===== config.mk =====
export PLATFORM = sky130hd
export DESIGN_NAME = hpm_pin_mux
export DESIGN_NICKNAME = d
export VERILOG_FILES = /design/src/logic/hpm_pkg.sv /design/src/logic/hpm_host_sel.sv /design/src/logic/hpm_audio_mux.sv /design/src/logic/hpm_pin_mux.sv
export SDC_FILE = /design/constraint.sdc
export NUM_CORES = 1
export LEC_CHECK = 0
export BUFFER_PORTS_ARGS = -buffer_cell sky130_fd_sc_hd__buf_2
export CORE_MARGIN = 2
export CORE_UTILIZATION = 30
export CTS_CLUSTER_SIZE = 12
export DETAILED_ROUTE_END_ITERATION = 6
export GPL_TIMING_DRIVEN = 0
export SYNTH_ARGS = -nofsm -noshare
export SYNTH_HDL_FRONTEND = slang
export SYNTH_HIERARCHICAL = 1
export SYNTH_SLANG_ARGS = --single-unit

===== constraint.sdc =====
create_clock -name CLK -period 1.7 [get_ports CLK]
set_input_delay 0.085 -clock CLK [delete_from_list [all_inputs] [get_ports CLK]]
set_output_delay 0.085 -clock CLK [all_outputs]
set_load 0.02 [all_outputs]

===== src/logic/hpm_pkg.sv =====
//////////////////////////////////////////////////////////////////////////////
// Contract
// - Pads high impedance in reset; data-3 pulled up
// - UART host uses serial in/out pads
// - Serial out driven only in UART host mode
// - UART host only in embedded firmware mode
// - Flow control uses clear/request-to-send pads
// - Clock pad carries SDIO or SPI clock
// - Command pad: SDIO command or SPI select
// - Data-0/1 carry SDIO bits or MOSI/MISO
// - Data-2: SDIO bit or SPI interrupt out
// - Data-3: SDIO bit or SPI fault interrupt
// - USB mode: data-3 is CDC disable input
// - Audio pads take I2S or PCM role
// - Audio input pad sampled when configured
// - Own transmit busy pad driven when coexistence enabled
// - UART host: pending packet held until host ready
// - Wake-host pad driven when configured
// - Debug serial out after firmware load
// - Default after boot; sleep lowers indicator
//////////////////////////////////////////////////////////////////////////////
package hpm_pkg;

  // Pad indices
  localparam int NPAD = 19;
  localparam int PAD_SER_IN = 0;
  localparam int PAD_SER_OUT = 1;
  localparam int PAD_AUD_DOUT = 2;
  localparam int PAD_AUD_CLK = 3;
  localparam int PAD_AUD_DIN = 4;
  localparam int PAD_AUD_WS = 5;
  localparam int PAD_RTS = 6;
  localparam int PAD_CTS = 7;
  localparam int PAD_CARD_CLK = 8;
  localparam int PAD_CARD_CMD = 9;
  localparam int PAD_CARD_D0 = 10;
  localparam int PAD_CARD_D1 = 11;
  localparam int PAD_CARD_D2 = 12;
  localparam int PAD_CARD_D3 = 13;
  localparam int PAD_OWN_BUSY = 14;
  localparam int PAD_PEER_BUSY = 15;
  localparam int PAD_WAKE_IN = 16;
  localparam int PAD_WAKE_OUT = 17;
  localparam int PAD_DEBUG_TX = 18;

  // Host interface codes
  localparam logic [2:0] HOST_NONE = 3'h0;
  localparam logic [2:0] HOST_SDIO = 3'h1;
  localparam logic [2:0] HOST_SPI = 3'h2;
  localparam logic [2:0] HOST_USB = 3'h3;
  localparam logic [2:0] HOST_UART = 3'h4;

  // Audio pad roles
  localparam logic [1:0] AUD_OFF = 2'h0;
  localparam logic [1:0] AUD_I2S = 2'h1;
  localparam logic [1:0] AUD_PCM = 2'h2;

  // Wake-in pad roles
  localparam logic [1:0] WIN_OFF = 2'h0;
  localparam logic [1:0] WIN_REQUEST = 2'h1;
  localparam logic [1:0] WIN_READY = 2'h2;

  // Wake-out pad roles
  localparam logic [1:0] WOUT_OFF = 2'h0;
  localparam logic [1:0] WOUT_WAKE = 2'h1;
  localparam logic [1:0] WOUT_URGENT = 2'h2;

  // Reset values and asleep indicator level
  localparam logic PULLUP_RST = 1'h1;
  localparam logic SLEEP_IND_RST = 1'h1;
  localparam logic SLEEP_IND_ASLEEP = 1'h0;

  typedef enum logic [3:0] {
    PH_RESET = 4'h1,
    PH_BOOT = 4'h2,
    PH_ACTIVE = 4'h4,
    PH_SLEEP = 4'h8
  } hpm_phase_t;

  typedef struct packed {
    logic o;
    logic oe_n;
  } hpm_pad_out_t;

  localparam hpm_pad_out_t PAD_HIZ = '{o: 1'h0, oe_n: 1'h1};

  typedef struct packed {
    logic flow_ctrl_en;
    logic coex_en;
    logic [1:0] wake_in_role;
    logic [1:0] wake_out_role;
    logic debug_tx_disable;
    logic [3:0][1:0] audio_role;
  } hpm_cfg_t;

  typedef struct packed {
    logic host_serial_out;
    logic host_request_to_send;
    logic card_cmd_o;
    logic card_cmd_oe;
    logic [3:0] card_bus_o;
    logic [3:0] card_bus_oe;
    logic master_in_slave_out;
    logic host_irq_out;
    logic bus_fault_irq_out;
    logic own_tx_busy;
    logic wake_host;
    logic debug_serial_out;
  } hpm_core_out_t;

  typedef struct packed {
    logic host_serial_in;
    logic host_clear_to_send;
    logic card_clk;
    logic card_cmd_i;
    logic [3:0] card_bus_i;
    logic spi_clk;
    logic slave_select_n;
    logic master_out_slave_in;
    logic cdc_function_disable;
    logic peer_tx_busy;
    logic peer_tx_urgent;
    logic host_wake_request;
    logic host_ready;
  } hpm_core_in_t;

  localparam hpm_core_in_t CORE_IN_IDLE = '{slave_select_n: 1'h1,
                                            default: '0};

  typedef struct packed {
    logic i2s_clk;
    logic i2s_dout;
    logic audio_word_select;
    logic pcm_clk;
    logic pcm_dout;
    logic voice_frame_sync;
  } hpm_aud_src_t;

  typedef struct packed {
    logic i2s_din;
    logic pcm_din;
  } hpm_aud_sink_t;

  function automatic hpm_pad_out_t drive(input logic val, input logic en);
    hpm_pad_out_t p;
    p.o = val & en;
    p.oe_n = ~en;
    return p;
  endfunction

  // Picks the I2S or PCM signal for a pad, off when unassigned
  function automatic hpm_pad_out_t aud_pick(input logic [1:0] role,
                                            input logic i2s_v,
                                            input logic pcm_v);
    hpm_pad_out_t p;
    p = PAD_HIZ;
    if (role == AUD_I2S)
      p = drive(i2s_v, 1'b1);
    else if (role == AUD_PCM)
      p = drive(pcm_v, 1'b1);
    return p;
  endfunction

endpackage


===== src/logic/hpm_host_sel.sv =====
`timescale 1ns/1ps
module hpm_host_sel
  import hpm_pkg::*;
(
  input wire logic clk,
  input wire logic rst,
  input wire logic [2:0] host_strap,
  input wire logic fw_embedded,
  input wire logic boot_done,
  input wire logic sleep_req,
  output hpm_phase_t phase,
  output logic [2:0] host
);

  hpm_phase_t phase_q, phase_d;
  logic [2:0] strap_q, strap_d;
  logic emb_q, emb_d;

  //////////////////////////////////////////////////////////////////////////////
  always_comb
  begin
    phase_d = phase_q;
    strap_d = strap_q;
    emb_d = emb_q;
    case (phase_q)
      PH_RESET:
      begin
        // Caught once after release, held to next reset
        strap_d = host_strap;
        emb_d = fw_embedded;
        phase_d = PH_BOOT;
      end
      PH_BOOT:
        if (boot_done)
          phase_d = PH_ACTIVE;
      PH_ACTIVE:
        if (sleep_req)
          phase_d = PH_SLEEP;
      PH_SLEEP:
        if (!sleep_req)
          phase_d = PH_ACTIVE;
      default:
        phase_d = PH_RESET;
    endcase
  end

  always_ff @(posedge clk or posedge rst)
  begin
    if (rst)
    begin
      phase_q <= PH_RESET;
      strap_q <= HOST_NONE;
      emb_q <= 1'b0;
    end
    else
    begin
      phase_q <= phase_d;
      strap_q <= strap_d;
      emb_q <= emb_d;
    end
  end

  //////////////////////////////////////////////////////////////////////////////
  // UART and SPI exist only in embedded firmware
  always_comb
  begin
    case (strap_q)
      HOST_SDIO: host = HOST_SDIO;
      HOST_USB: host = HOST_USB;
      HOST_SPI: host = emb_q ? HOST_SPI : HOST_NONE;
      HOST_UART: host = emb_q ? HOST_UART : HOST_NONE;
      default: host = HOST_NONE;
    endcase
  end

  assign phase = phase_q;

endmodule // hpm_host_sel


===== src/logic/hpm_audio_mux.sv =====
`timescale 1ns/1ps
module hpm_audio_mux
  import hpm_pkg::*;
(
  input wire logic active,
  input wire logic [3:0][1:0] role,
  input wire hpm_aud_src_t src,
  input wire logic din_pad,
  output hpm_pad_out_t clk_pad,
  output hpm_pad_out_t dout_pad,
  output hpm_pad_out_t ws_pad,
  output hpm_aud_sink_t sink
);

  // Role slots: 0 clock, 1 output data, 2 input data, 3 word select
  logic [1:0] r_clk, r_dout, r_din, r_ws;

  always_comb
  begin
    r_clk = active ? role[0] : AUD_OFF;
    r_dout = active ? role[1] : AUD_OFF;
    r_din = active ? role[2] : AUD_OFF;
    r_ws = active ? role[3] : AUD_OFF;
    clk_pad = aud_pick(r_clk, src.i2s_clk, src.pcm_clk);
    dout_pad = aud_pick(r_dout, src.i2s_dout, src.pcm_dout);
    ws_pad = aud_pick(r_ws, src.audio_word_select, src.voice_frame_sync);
    sink.i2s_din = (r_din == AUD_I2S) & din_pad;
    sink.pcm_din = (r_din == AUD_PCM) & din_pad;
  end

endmodule // hpm_audio_mux


===== src/logic/hpm_pin_mux.sv =====
`timescale 1ns/1ps
module hpm_pin_mux
  import hpm_pkg::*;
(
  input wire logic CLK,
  input wire logic RST,
  input wire logic [2:0] HOST_STRAP,
  input wire logic FW_EMBEDDED,
  input wire logic BOOT_DONE,
  input wire logic SLEEP_REQ,
  input wire hpm_cfg_t CFG,
  input wire logic [NPAD-1:0] PAD_IN,
  output hpm_pad_out_t [NPAD-1:0] PAD_OUT,
  output logic D3_PULLUP_EN,
  output logic SLEEP_INDICATOR,
  output logic [2:0] HOST_MODE,
  input wire hpm_core_out_t CORE_OUT,
  output hpm_core_in_t CORE_IN,
  input wire hpm_aud_src_t AUD_SRC,
  output hpm_aud_sink_t AUD_SINK,
  input wire logic PKT_PENDING,
  output logic PKT_RELEASE
);

  hpm_phase_t phase;
  logic [2:0] host;
  logic active;
  hpm_pad_out_t aud_clk, aud_dout, aud_ws;
  hpm_aud_sink_t aud_sink;

  hpm_pad_out_t [NPAD-1:0] pad_q, pad_d;
  hpm_core_in_t cin_q, cin_d;
  hpm_aud_sink_t sink_q, sink_d;
  logic pullup_q, pullup_d;
  logic sleep_q, sleep_d;
  logic rel_q, rel_d;
  logic [2:0] mode_q, mode_d;

  //////////////////////////////////////////////////////////////////////////////
  hpm_host_sel u_host_sel (
    .clk(CLK),
    .rst(RST),
    .host_strap(HOST_STRAP),
    .fw_embedded(FW_EMBEDDED),
    .boot_done(BOOT_DONE),
    .sleep_req(SLEEP_REQ),
    .phase(phase),
    .host(host)
  );

  // Pads keep defaults until boot and firmware loading finish
  assign active = (phase == PH_ACTIVE);

  hpm_audio_mux u_audio_mux (
    .active(active),
    .role(CFG.audio_role),
    .src(AUD_SRC),
    .din_pad(PAD_IN[PAD_AUD_DIN]),
    .clk_pad(aud_clk),
    .dout_pad(aud_dout),
    .ws_pad(aud_ws),
    .sink(aud_sink)
  );

  //////////////////////////////////////////////////////////////////////////////
  // Host interface pads
  always_comb
  begin
    for (int i = 0; i < NPAD; i++)
      pad_d[i] = PAD_HIZ;
    cin_d = CORE_IN_IDLE;
    rel_d = 1'b0;
    mode_d = active ? host : HOST_NONE;
    // Pull-up only while powering up or loading, not in sleep
    pullup_d = (phase == PH_RESET) || (phase == PH_BOOT);
    sleep_d = (phase == PH_SLEEP) ? SLEEP_IND_ASLEEP
                                  : SLEEP_IND_RST;
    if (active)
    begin
      case (host)
        HOST_UART:
        begin
          cin_d.host_serial_in = PAD_IN[PAD_SER_IN];
          pad_d[PAD_SER_OUT] =
            drive(CORE_OUT.host_serial_out, 1'b1);
          if (CFG.flow_ctrl_en)
          begin
            cin_d.host_clear_to_send = PAD_IN[PAD_CTS];
            pad_d[PAD_RTS] =
              drive(CORE_OUT.host_request_to_send, 1'b1);
          end
          // Packet waits for the host to show it is ready
          rel_d = PKT_PENDING & (CFG.wake_in_role == WIN_READY) &
                  PAD_IN[PAD_WAKE_IN];
          cin_d.host_ready = (CFG.wake_in_role == WIN_READY) &
                             PAD_IN[PAD_WAKE_IN];
        end
        HOST_SDIO:
        begin
          cin_d.card_clk = PAD_IN[PAD_CARD_CLK];
          cin_d.card_cmd_i = PAD_IN[PAD_CARD_CMD];
          pad_d[PAD_CARD_CMD] =
            drive(CORE_OUT.card_cmd_o, CORE_OUT.card_cmd_oe);
          for (int b = 0; b < 4; b++)
          begin
            cin_d.card_bus_i[b] = PAD_IN[PAD_CARD_D0 + b];
            pad_d[PAD_CARD_D0 + b] =
              drive(CORE_OUT.card_bus_o[b],
                    CORE_OUT.card_bus_oe[b]);
          end
        end
        HOST_SPI:
        begin
          cin_d.spi_clk = PAD_IN[PAD_CARD_CLK];
          cin_d.slave_select_n = PAD_IN[PAD_CARD_CMD];
          cin_d.master_out_slave_in = PAD_IN[PAD_CARD_D0];
          // Drive MISO only while addressed to avoid bus contention
          pad_d[PAD_CARD_D1] =
            drive(CORE_OUT.master_in_slave_out,
                  ~PAD_IN[PAD_CARD_CMD]);
          pad_d[PAD_CARD_D2] =
            drive(CORE_OUT.host_irq_out, 1'b1);
          pad_d[PAD_CARD_D3] =
            drive(CORE_OUT.bus_fault_irq_out, 1'b1);
        end
        HOST_USB:
          cin_d.cdc_function_disable = PAD_IN[PAD_CARD_D3];
        default:
          ;
      endcase

      // Audio
      pad_d[PAD_AUD_CLK] = aud_clk;
      pad_d[PAD_AUD_DOUT] = aud_dout;
      pad_d[PAD_AUD_WS] = aud_ws;

      // Coexistence, three wires
      if (CFG.coex_en)
      begin
        pad_d[PAD_OWN_BUSY] =
          drive(CORE_OUT.own_tx_busy, 1'b1);
        cin_d.peer_tx_busy = PAD_IN[PAD_PEER_BUSY];
      end

      // Wake pads
      if (CFG.wake_in_role == WIN_REQUEST)
        cin_d.host_wake_request = PAD_IN[PAD_WAKE_IN];
      case (CFG.wake_out_role)
        WOUT_WAKE:
          pad_d[PAD_WAKE_OUT] = drive(CORE_OUT.wake_host, 1'b1);
        WOUT_URGENT:
          cin_d.peer_tx_urgent =
            CFG.coex_en & PAD_IN[PAD_WAKE_OUT];
        default:
          ;
      endcase

      // Debug serial is on by default once firmware runs
      if (!CFG.debug_tx_disable)
        pad_d[PAD_DEBUG_TX] =
          drive(CORE_OUT.debug_serial_out, 1'b1);
    end
    else if (phase == PH_SLEEP)
    begin
      // A wake request must still reach the core while asleep
      if (CFG.wake_in_role == WIN_REQUEST)
        cin_d.host_wake_request = PAD_IN[PAD_WAKE_IN];
    end
    sink_d = aud_sink;
  end

  always_ff @(posedge CLK or posedge RST)
  begin
    if (RST)
    begin
      for (int i = 0; i < NPAD; i++)
        pad_q[i] <= PAD_HIZ;
      cin_q <= CORE_IN_IDLE;
      sink_q <= '0;
      pullup_q <= PULLUP_RST;
      sleep_q <= SLEEP_IND_RST;
      rel_q <= 1'b0;
      mode_q <= HOST_NONE;
    end
    else
    begin
      pad_q <= pad_d;
      cin_q <= cin_d;
      sink_q <= sink_d;
      pullup_q <= pullup_d;
      sleep_q <= sleep_d;
      rel_q <= rel_d;
      mode_q <= mode_d;
    end
  end

  //////////////////////////////////////////////////////////////////////////////
  // All pad data comes from flops; one cycle of pad latency is the cost
  assign PAD_OUT = pad_q;
  assign CORE_IN = cin_q;
  assign AUD_SINK = sink_q;
  assign D3_PULLUP_EN = pullup_q;
  assign SLEEP_INDICATOR = sleep_q;
  assign PKT_RELEASE = rel_q;
  assign HOST_MODE = mode_q;

endmodule // hpm_pin_mux


==> results of run 1 <==
## sequential cells by signal (all words and copies together) (netlist names)
| signal | flops |
|---|---|
| u_host_sel/emb_q | 1 |
| CORE_IN | 16 |
| HOST_MODE | 3 |
| u_host_sel/phase | 4 |
| PKT_RELEASE | 1 |
| SLEEP_INDICATOR | 1 |
| u_host_sel/strap_q | 3 |
| AUD_SINK | 2 |
| D3_PULLUP_EN | 1 |
| PAD_OUT | 26 |
## layer usage
metal  GRT usage, %  up-vias  share of wire [%]
li1               -     1028                  -
met1           16.4      965                 41
met2           25.2       91                 49
met3           4.74       11                7.8
met4           6.52        0                2.2
met5              0        -                  0
## Yosys cell counts, drive strengths merged
cell	n
a21o	3
a21oi	1
a32oi	3
and2	12
and3	14
and4b	2
buf	19
conb	2
dfrtp	41
dfstp	17
ha	6
inv	14
mux2	4
nand2	19
nand2b	4
nand3	1
nand3b	3
nand4	1
nand4b	1
nor2	11
nor2b	1
nor3	6
nor3b	6
nor4b	5
nor4bb	2
o21a	1
o21ai	5
xnor2	3
xor2	1
## final cells by class
cell class                 count  area (um^2)  share of cell area (%)
buffer                        18          155                    3.79
timing repair buffer         161         1060                    26.0
clock inverter                 6         88.8                    2.17
tap                          105          131                    3.21
multi-input combinational    127          990                    24.2
clock buffer                  10          138                    3.36
sequential                    58         1470                    36.0
inverter                      14         55.1                    1.34
## worst min path at each step
stage                 from                         endpoint  slack [ns]  cells past startpoint
2_1_floorplan          RST     u_host_sel/emb_q$_DFFE_PP0P_       -0.10                      1
3_3_place_gp           RST  u_host_sel/phase[2]$_DFFE_PP0P_        0.06                      2
3_5_place_dp           RST  u_host_sel/phase[2]$_DFFE_PP0P_        0.07                      2
4_1_cts         PAD_IN[16]            PKT_RELEASE$_DFF_PP0_       0.002                      3
5_1_grt        CORE_OUT[9]            PAD_OUT[26]$_DFF_PP1_       0.007                      3
6_report        PAD_IN[16]            PKT_RELEASE$_DFF_PP0_        0.02                      3
## power groups by stage
stage	sequential [W]	combinational [W]	clock (W)
finish	0.00166	0.00151	0.00145
global route	0.00168	0.00165	0.00155
CTS	0.00165	0.00135	0.00149
detailed placement	0.00169	0.00111	0
global placement	0.00168	0.00108	0
floorplan	0.00172	0.000768	0
## kinds of logic (layout without fill, tap and decap cells)
family                     count (synthesis)  after routing  share of synthesized area [%]
and+or+nand+nor                           88             88                           22.8
buffers and inverters                     33            209                           8.22
muxes                                      4              4                           1.80
adders and majority gates                  6              6                           3.01
xor gates and xnor gates                   4              4                           1.40
other                                      2             12                          0.301
AOI/OAI and AO/OA                         13             13                           3.46
DFF                                       58             58                           59.0
## what timing repair did
action | 4_1_cts | 5_1_grt
pin swaps | 2 | 9
hold endpoints to repair | 59 | 0
cloned | 0 | 1
gates resized for setup | 8 | 16
hold buffers | 39 | 0
endpoints found under the setup margin | 35 | 20
setup buffers | 8 | 3
## metrics by stage
step                      cell area (um^2)  worst slack, ns
after floorplan                       2600         -0.00481
after global placement                3280           -0.535
after detailed placement              3300           -0.606
after CTS                             4010          -0.0148
after global routing                  4090         -0.00963
final                                 4090           0.0525
## worst max-delay path, delay by kind of cell (launching register included)
| kind | cells | cell delay (ns) |
|---|---|---|
| buffers and inverters | 3 | 0.80 |
| DFF | 1 | 0.57 |
| and+or+nand+nor | 3 | 0.16 |
==> impl_metrics.tcl, run 1 <==
set metrics [dict create \
    cts_root_buffer "clkbuf_8" \
    power_leakage_nw 2.14 \
    die_w_um 95.2 \
    p_sw_share_pct 30.8 \
    grt_first_pass_wirelength_um 9750 \
    htreeDepth 3 \
    p_seq_share_pct 36.0 \
    via_per_inst 4.20 \
    slowest_delay_ns 0.57 \
    place_congestion 0.785 \
    synth_seq_area_share_pct 59.0 \
    path_clk_slew_ns 0.07 \
    synth.top_cell.area_share_pct 41.1 \
    post-route-util_pct 50.3 \
    start_util_pct 30.7 \
    yosysWarnings 6 \
    cpMostUsedCell "buf_4" \
    clock_latency_ns 0.33 \
    final_common_cell "buf_2" \
    power_switching_w 0.00142 \
    yosys-top-cells-area "dfrtp_1 (41%), dfstp_2 (18%), buf_4 (3.9%), and3_1 (3.5%), ha_1 (3.0%)" \
    routed_wirelength_um 6560 \
    clock_skew_ns 0.00765 \
    fillCellCount 745 \
    status "finished clean" \
    powerDensity_nw_per_um2 1130 \
    die_area_um2 9070 \
    startpoint "u_host_sel/phase[0]$_DFFE_PP1P_" \
    peakVddDrop_mv 0.383 \
    path_class "register to register" \
    crit_path_end_kind "register" \
    critical-path-slowest-cell "dfstp_2" \
    fmax_ghz 0.607 \
    setup_viol 0 \
    reg2reg_depth 6 \
    cts_made_buffers 9 \
    rr_startpoint "u_host_sel/phase[0]$_DFFE_PP1P_" \
    core.rowCount 33 \
    drt_iter0_markers 48 \
    antennaDiodeCount 0 \
    cts_tree "yes" \
    postRouteAntennaNets 0 \
    fin_crit_ns 1.65 \
    clock_sinks 58 \
    p_clk_share_pct 31.3 \
    postSynthAreaPerCell_um2 12.0 \
    finalNonFillerCells 499 \
    post_drt_wl_per_cell_um 13.1 \
    fp.coreArea_um2 8130 \
    total_power_w 0.00462 \
    slew_violations 0 \
    ys_ff_latch 58 \
    num_vias 2095 \
    syn2layout_area_growth_pct 63.9 \
    grt_use_total_pct 14.6 \
    hpwl_um 4390 \
    synth_cells 208 \
    cp.required_ns 1.92 \
    grt_max_degree 31 \
    die_y_um 95.2 \
    maxCapViolCount 0 \
    p_int_w 0.00320 \
    arrival_ns 1.87 \
    crit_path_end "CORE_IN[1]$_DFF_PP0_" \
    portBuffers 109 \
    synth_top_area_cell "dfrtp_1" \
    timing.setup.tns_ns 0 \
    netlist_area_um2 2500 \
    clk_path_buf_depth 2 \
    top_level_ports 129 \
    whs_ns 0.0221 \
    startpoint_type "register" \
    ys_types 40 \
    finalHoldViolCount 0 \
    dp.cells 433 \
    pwr-share-comb_pct 32.7 \
    min_path_type "input port to register" \
    layout.nets 462 \
    r2r-end "CORE_IN[1]$_DFF_PP0_" \
    drc 0 \
    path_cells "nor2_4 -> buf_4 -> buf_4 -> nand3_2 -> nor3_2 -> dlygate4sd3_1" \
    finalCritPeriodShare_pct 96.9 \
    first_pass_iters 4 \
    cp_max_fo 2 \
    first_global_vias 2126 \
    antenna_found_initial 0 \
    gr-total-overflow 0 \
    r2r_slack_ns 0.05 \
    drive_above_1_share_pct 52.8 \
    final_cell_mix "buf_2 (110), dfrtp_1 (41), dlygate4sd3_1 (39)" \
]
Note: power is estimated with default switching activity, not from simulation.
==> inputs of run 2 (changes only) <==
ABC_AREA = 1   (was default)
==> impl_metrics.tcl, run 2 <==
set metrics [dict create \
    clock_latency_ns 0.33 \
    core.rowCount 34 \
    num_vias 2302 \
    htreeDepth 3 \
    postRouteAntennaNets 0 \
    die_w_um 97.4 \
    place_congestion 0.803 \
    gr-total-overflow 0 \
    grt_first_pass_wirelength_um 10500 \
    fillCellCount 839 \
    path_cells "inv_2 -> nand2_2 -> nor2_4 -> buf_12 -> nand2_1 -> inv_1 -> ha_1 -> or2_2" \
    pwr-share-comb_pct 33.1 \
    die_area_um2 9480 \
    startpoint_type "register" \
    yosysMostFrequentCell "nand2_1" \
    clock_skew_ns 0.00548 \
    p_sw_share_pct 35.3 \
    slowest_delay_ns 0.45 \
    first_pass_iters 4 \
    die_y_um 97.4 \
    critical-path-slowest-cell "dfrtp_2" \
    status "finished clean" \
    reg2reg_depth 8 \
    synth_compound_area_share_pct 2.44 \
    via_per_inst 4.08 \
    cts_root_buffer "clkbuf_8" \
    layout.nets 524 \
    synth_mux_area_share_pct 0 \
    drive_above_1_share_pct 45.6 \
    setup_viol 0 \
    p_clk_share_pct 29.1 \
    postSynthAreaPerCell_um2 9.48 \
    final_cell_mix "buf_2 (110), nand2_1 (47), inv_1 (42)" \
    largest_reg_flops 26 \
    fin_crit_ns 1.64 \
    placed_area_um2 3350 \
    min_to "PAD_OUT[34]$_DFF_PP1_" \
    portBuffers 109 \
    synth_top_family_by_area "simple AND/OR/NAND/NOR gates" \
    hp-start "CFG[10]" \
    grt_max_degree 31 \
    yosysWarnings 6 \
    netlist_area_um2 2620 \
    cp_max_fo 10 \
    p_int_w 0.00285 \
    synth_cells 276 \
    post_drt_wl_per_cell_um 11.7 \
    synth_top_area_cell "dfrtp_1" \
    ys_ff_latch 58 \
    fmax_ghz 0.612 \
    final_common_cell "buf_2" \
    synth_edf_count 0 \
    grt_use_total_pct 14.0 \
    maxCapViolCount 0 \
    synthTopCellsByCount "nand2_1 (48), inv_1 (43), dfrtp_1 (41)" \
    arrival_ns 1.89 \
    drc 0 \
    synth_fa_ha_area_share_pct 2.87 \
    crit_path_end_kind "register" \
    rsz0062_at_grt "true" \
    fp.coreArea_um2 8590 \
    synth_seq_area_share_pct 56.3 \
    synthXorXnorAreaFrac_pct 0 \
    min_path_type "input port to register" \
    cp.required_ns 1.95 \
    slew_violations 0 \
    r2r_slack_ns 0.06 \
    rr_startpoint "u_host_sel/phase[3]$_DFFE_PP0P_" \
    clock_sinks 58 \
    drt_iter0_markers 27 \
    hpwl_um 4670 \
    ys_types 31 \
    path_class "register to register" \
    finalHoldViolCount 0 \
    synth.top_cell.area_share_pct 39.2 \
    ys.flop_type "dfrtp_1" \
    syn2layout_area_growth_pct 53.7 \
    min_delay_path_depth 3 \
    start_util_pct 30.4 \
    power_leakage_nw 2.16 \
    cts_tree "yes" \
    fin_area_um2 4020 \
    yosys.area_share.simple_pct 26.4 \
    r2r-end "PAD_OUT[10]$_DFF_PP1_" \
    async_flop_share_pct 100 \
    antennaDiodeCount 0 \
    top_level_ports 129 \
    p_seq_share_pct 37.8 \
    path_clk_slew_ns 0.06 \
    first_global_vias 2362 \
    yosys-top-cells-area "dfrtp_1 (39%), dfstp_2 (17%), nand2_1 (6.9%), inv_1 (6.2%), nor2_1 (5.0%)" \
    total_power_w 0.00441 \
    routed_wirelength_um 6580 \
    clk_path_buf_depth 2 \
    peakVddDrop_mv 0.645 \
    power_switching_w 0.00156 \
    powerDensity_nw_per_um2 1100 \
    timing.setup.tns_ns 0 \
    cts_made_buffers 9 \
    antenna_found_initial 0 \
    finalCritPeriodShare_pct 96.2 \
]
run 2: final cells by class:
cell class	count	area (um^2)	area share (%)
clock buffer	13	159	3.95
multi-input combinational	163	903	22.5
timing repair buffer	154	990	24.6
sequential	58	1480	36.7
clock inverter	3	40.0	0.996
buffer	15	126	3.14
inverter	50	190	4.73
tap	108	135	3.36
run 2: worst max-delay path by stage:
stage / startpoint / end / slack [ns] / cells after the start
global route: u_host_sel/phase[3]$_DFFE_PP0P_ / PAD_OUT[5]$_DFF_PP0_ / -0.01 / 11
global placement: RST / PAD_OUT[35]$_DFF_PP0_ / -0.21 / 2
CTS: u_host_sel/phase[1]$_DFFE_PP0P_ / PAD_OUT[10]$_DFF_PP1_ / 0.008 / 8
finish: u_host_sel/phase[3]$_DFFE_PP0P_ / PAD_OUT[10]$_DFF_PP1_ / 0.06 / 8
detailed placement: u_host_sel/phase[3]$_DFFE_PP0P_ / PAD_OUT[10]$_DFF_PP1_ / -0.14 / 8
floorplan: u_host_sel/phase[0]$_DFFE_PP1P_ / PAD_OUT[10]$_DFF_PP1_ / 0.01 / 8
run 2: metal layers:
layer	global-route usage (%)	share of wire (%)	wire length, um	vias up
met1	15.9	41	2710	1050
met5	0	0	0	-
met3	3.88	6.4	422	15
li1	-	-	-	1157
met4	7.16	2.2	145	0
met2	24.1	50	3300	80
run 2: stage by stage:
step | hold WS, ns | setup WS [ns] | util [%] | cells
6_report | 0.0124 | 0.0647 | 46.8 | 564
5_1_grt | 0.0325 | -0.0108 | 46.8 | 564
4_1_cts | 0.00286 | 0.00798 | 46.1 | 559
3_5_place_dp | 0.0672 | -0.145 | 39.0 | 504
3_3_place_gp | 0.0520 | -0.210 | 38.8 | 503
2_1_floorplan | -0.100 | 0.0150 | - | 286
run 2: logic make-up (layout without fill, tap and decap cells):
| family | Yosys count | count (layout) |
|---|---|---|
| simple gates | 135 | 135 |
| buf+inv | 65 | 235 |
| flops | 58 | 58 |
| compound gates | 10 | 10 |
| fa+ha+maj | 6 | 6 |
| other cells | 2 | 12 |
run 2: repair_timing:
item                                   4_1_cts  5_1_grt
gates resized for setup                      4        7
pin swaps                                    1        1
hold buffers                                37        0
endpoints found under the hold margin       56        0
setup endpoints to repair                   24        9
buffers inserted                             2        6
run 2: critical path: cells and delay by family (launching register included):
| kind | cells | cell delay [ns] |
|---|---|---|
| fa+ha+maj | 1 | 0.22 |
| buf+inv | 3 | 0.30 |
| flops | 1 | 0.45 |
| simple gates | 4 | 0.59 |
run 2: power by group through the flow:
stage / combinational [W] / sequential [W] / clock, W
2_1_floorplan: 0.000882 / 0.00173 / 0
3_3_place_gp: 0.00122 / 0.00169 / 0
3_5_place_dp: 0.00125 / 0.00169 / 0
4_1_cts: 0.00139 / 0.00165 / 0.00132
5_1_grt: 0.00163 / 0.00169 / 0.00138
6_report: 0.00146 / 0.00167 / 0.00128
==> inputs of run 3 (changes only) <==
PLACE_DENSITY_LB_ADDON = 0.1   (was default)
==> impl_metrics.tcl, run 3 (synthesis gave the netlist of run 2 again) <==
set metrics [dict create \
    cts_root_buffer "clkbuf_8" \
    maxCapViolCount 0 \
    peakVddDrop_mv 0.742 \
    hpwl_um 4630 \
    power_leakage_nw 2.15 \
    core.rowCount 34 \
    powerDensity_nw_per_um2 1120 \
    top_level_ports 129 \
    finalNonFillerCells 561 \
    fin_area_um2 4000 \
    die_area_um2 9480 \
    postRouteAntennaNets 0 \
    path_depth 6 \
    fin_crit_ns 1.62 \
    syn2layout_area_growth_pct 52.9 \
    final_cell_mix "buf_2 (110), nand2_1 (45), inv_1 (42)" \
    final_common_cell "buf_2" \
    cts_tree "yes" \
    portBuffers 109 \
    clk_path_buf_depth 2 \
    fin_ws_ns 0.0846 \
    clock_skew_ns 0.00394 \
    slowest_delay_ns 0.57 \
    crit_family "buffers and inverters" \
    first_pass_iters 4 \
    grt_first_pass_wirelength_um 10500 \
    drive_above_1_share_pct 46.1 \
    via_per_inst 4.01 \
    clock_sinks 58 \
    antenna_found_initial 0 \
    startpoint_type "register" \
    placed_area_um2 3350 \
    cp_max_fo 5 \
    htreeDepth 3 \
    total_power_w 0.00448 \
    fillCellCount 880 \
    path_clk_slew_ns 0.07 \
    dp.cells 504 \
    cts_made_buffers 9 \
    path_cells "inv_1 -> nand2_2 -> nor2_4 -> buf_4 -> nand3_1 -> dlygate4sd3_1" \
    grt_use_total_pct 14.1 \
    path_class "register to register" \
    fp.coreArea_um2 8590 \
    cp.required_ns 1.96 \
    rr_startpoint "u_host_sel/phase[1]$_DFFE_PP0P_" \
    largest_reg_flops 26 \
    drc 0 \
    worst_pin_slew_ns 0.512 \
    start_util_pct 30.4 \
    r2r-end "PAD_OUT[34]$_DFF_PP1_" \
    antennaDiodeCount 0 \
    startpoint "u_host_sel/phase[1]$_DFFE_PP0P_" \
    die_w_um 97.4 \
    status "finished clean" \
    critical-path-slowest-cell "dlygate4sd3_1" \
    layout.nets 521 \
    finalCritPeriodShare_pct 95.0 \
    slew_violations 0 \
    setup_viol 0 \
    routed_wirelength_um 6340 \
    crit_path_end "PAD_OUT[34]$_DFF_PP1_" \
    finalHoldViolCount 0 \
    arrival_ns 1.87 \
    place_congestion 0.724 \
    fmax_ghz 0.619 \
    clock_latency_ns 0.33 \
    min_path_type "input port to register" \
    first_global_vias 2276 \
    dp_slack_ns -0.119 \
    post_drt_wl_per_cell_um 11.3 \
    crit_path_end_kind "register" \
    grt_max_degree 38 \
    gr-total-overflow 0 \
    maxSlewHeadroom_pct 65.6 \
    path_buf_inv 3 \
    drt_iter0_markers 40 \
    die_y_um 97.4 \
    reg2reg_depth 6 \
    num_vias 2252 \
    r2r_slack_ns 0.08 \
]
run 3: layout make-up:
type                    count  area [um^2]  area share [%]
clock buffers              11          141            3.53
well taps                 108          135            3.38
repair buffers            151          961            24.0
multi-input cells         163          892            22.3
plain buffers              15          126            3.16
inverters                  50          190            4.75
clock inverters             5         77.6            1.94
flip-flops and latches     58         1480            36.9
run 3: worst reg2reg max path, cell delays in order (launching register included):
cell and delay (ns):
dfrtp_2 0.45, inv_1 0.08, nand2_2 0.07, nor2_4 0.15, buf_4 0.16, nand3_1 0.09, dlygate4sd3_1 0.57
run 3: repair_timing:
item / CTS / global route
gates resized for setup: 3 / 7
buffers inserted: 2 / 4
hold buffers: 35 / 0
pin swaps: 1 / 0
endpoints found under the setup margin: 24 / 7
hold endpoints to repair: 54 / 0
run 3: stage by stage:
| stage | hold WS [ns] | setup TNS (ns) | util [%] |
|---|---|---|---|
| after floorplan | -0.100 | 0 | - |
| after global placement | 0.0624 | -13.89 | 38.8 |
| after detailed placement | 0.0721 | -1.21 | 39.0 |
| after CTS | 0.00108 | 0 | 46.0 |
| after global routing | 0.0190 | -0.00194 | 46.5 |
| final | 0.0207 | 0 | 46.5 |
run 3: power by group:
group	internal [W]	switching (W)	total, W
Combinational	0.000524	0.000905	0.00143
Sequential	0.00155	0.000101	0.00165
Clock	0.000861	0.000545	0.00141
Total	0.00293	0.00155	0.00448
run 3: metal layers:
layer | vias to the layer above | global-route usage (%) | part of all wire, %
met4 | 0 | 3.21 | 0.54
met2 | 73 | 24.7 | 50
met1 | 1025 | 16.6 | 43
met5 | - | 0 | 0
met3 | 4 | 4.96 | 6.4
li1 | 1150 | - | -
run 3: worst min path at each step:
stage | to | cells after the start | from | slack (ns)
6_report | u_host_sel/strap_q[2]$_DFFE_PP0P_ | 3 | HOST_STRAP[2] | 0.02
5_1_grt | u_host_sel/strap_q[1]$_DFFE_PP0P_ | 3 | HOST_STRAP[1] | 0.02
4_1_cts | PAD_OUT[24]$_DFF_PP1_ | 3 | CORE_OUT[8] | 0.001
3_5_place_dp | u_host_sel/phase[1]$_DFFE_PP0P_ | 2 | RST | 0.07
3_3_place_gp | u_host_sel/phase[1]$_DFFE_PP0P_ | 2 | RST | 0.06
2_1_floorplan | u_host_sel/emb_q$_DFFE_PP0P_ | 1 | RST | -0.10
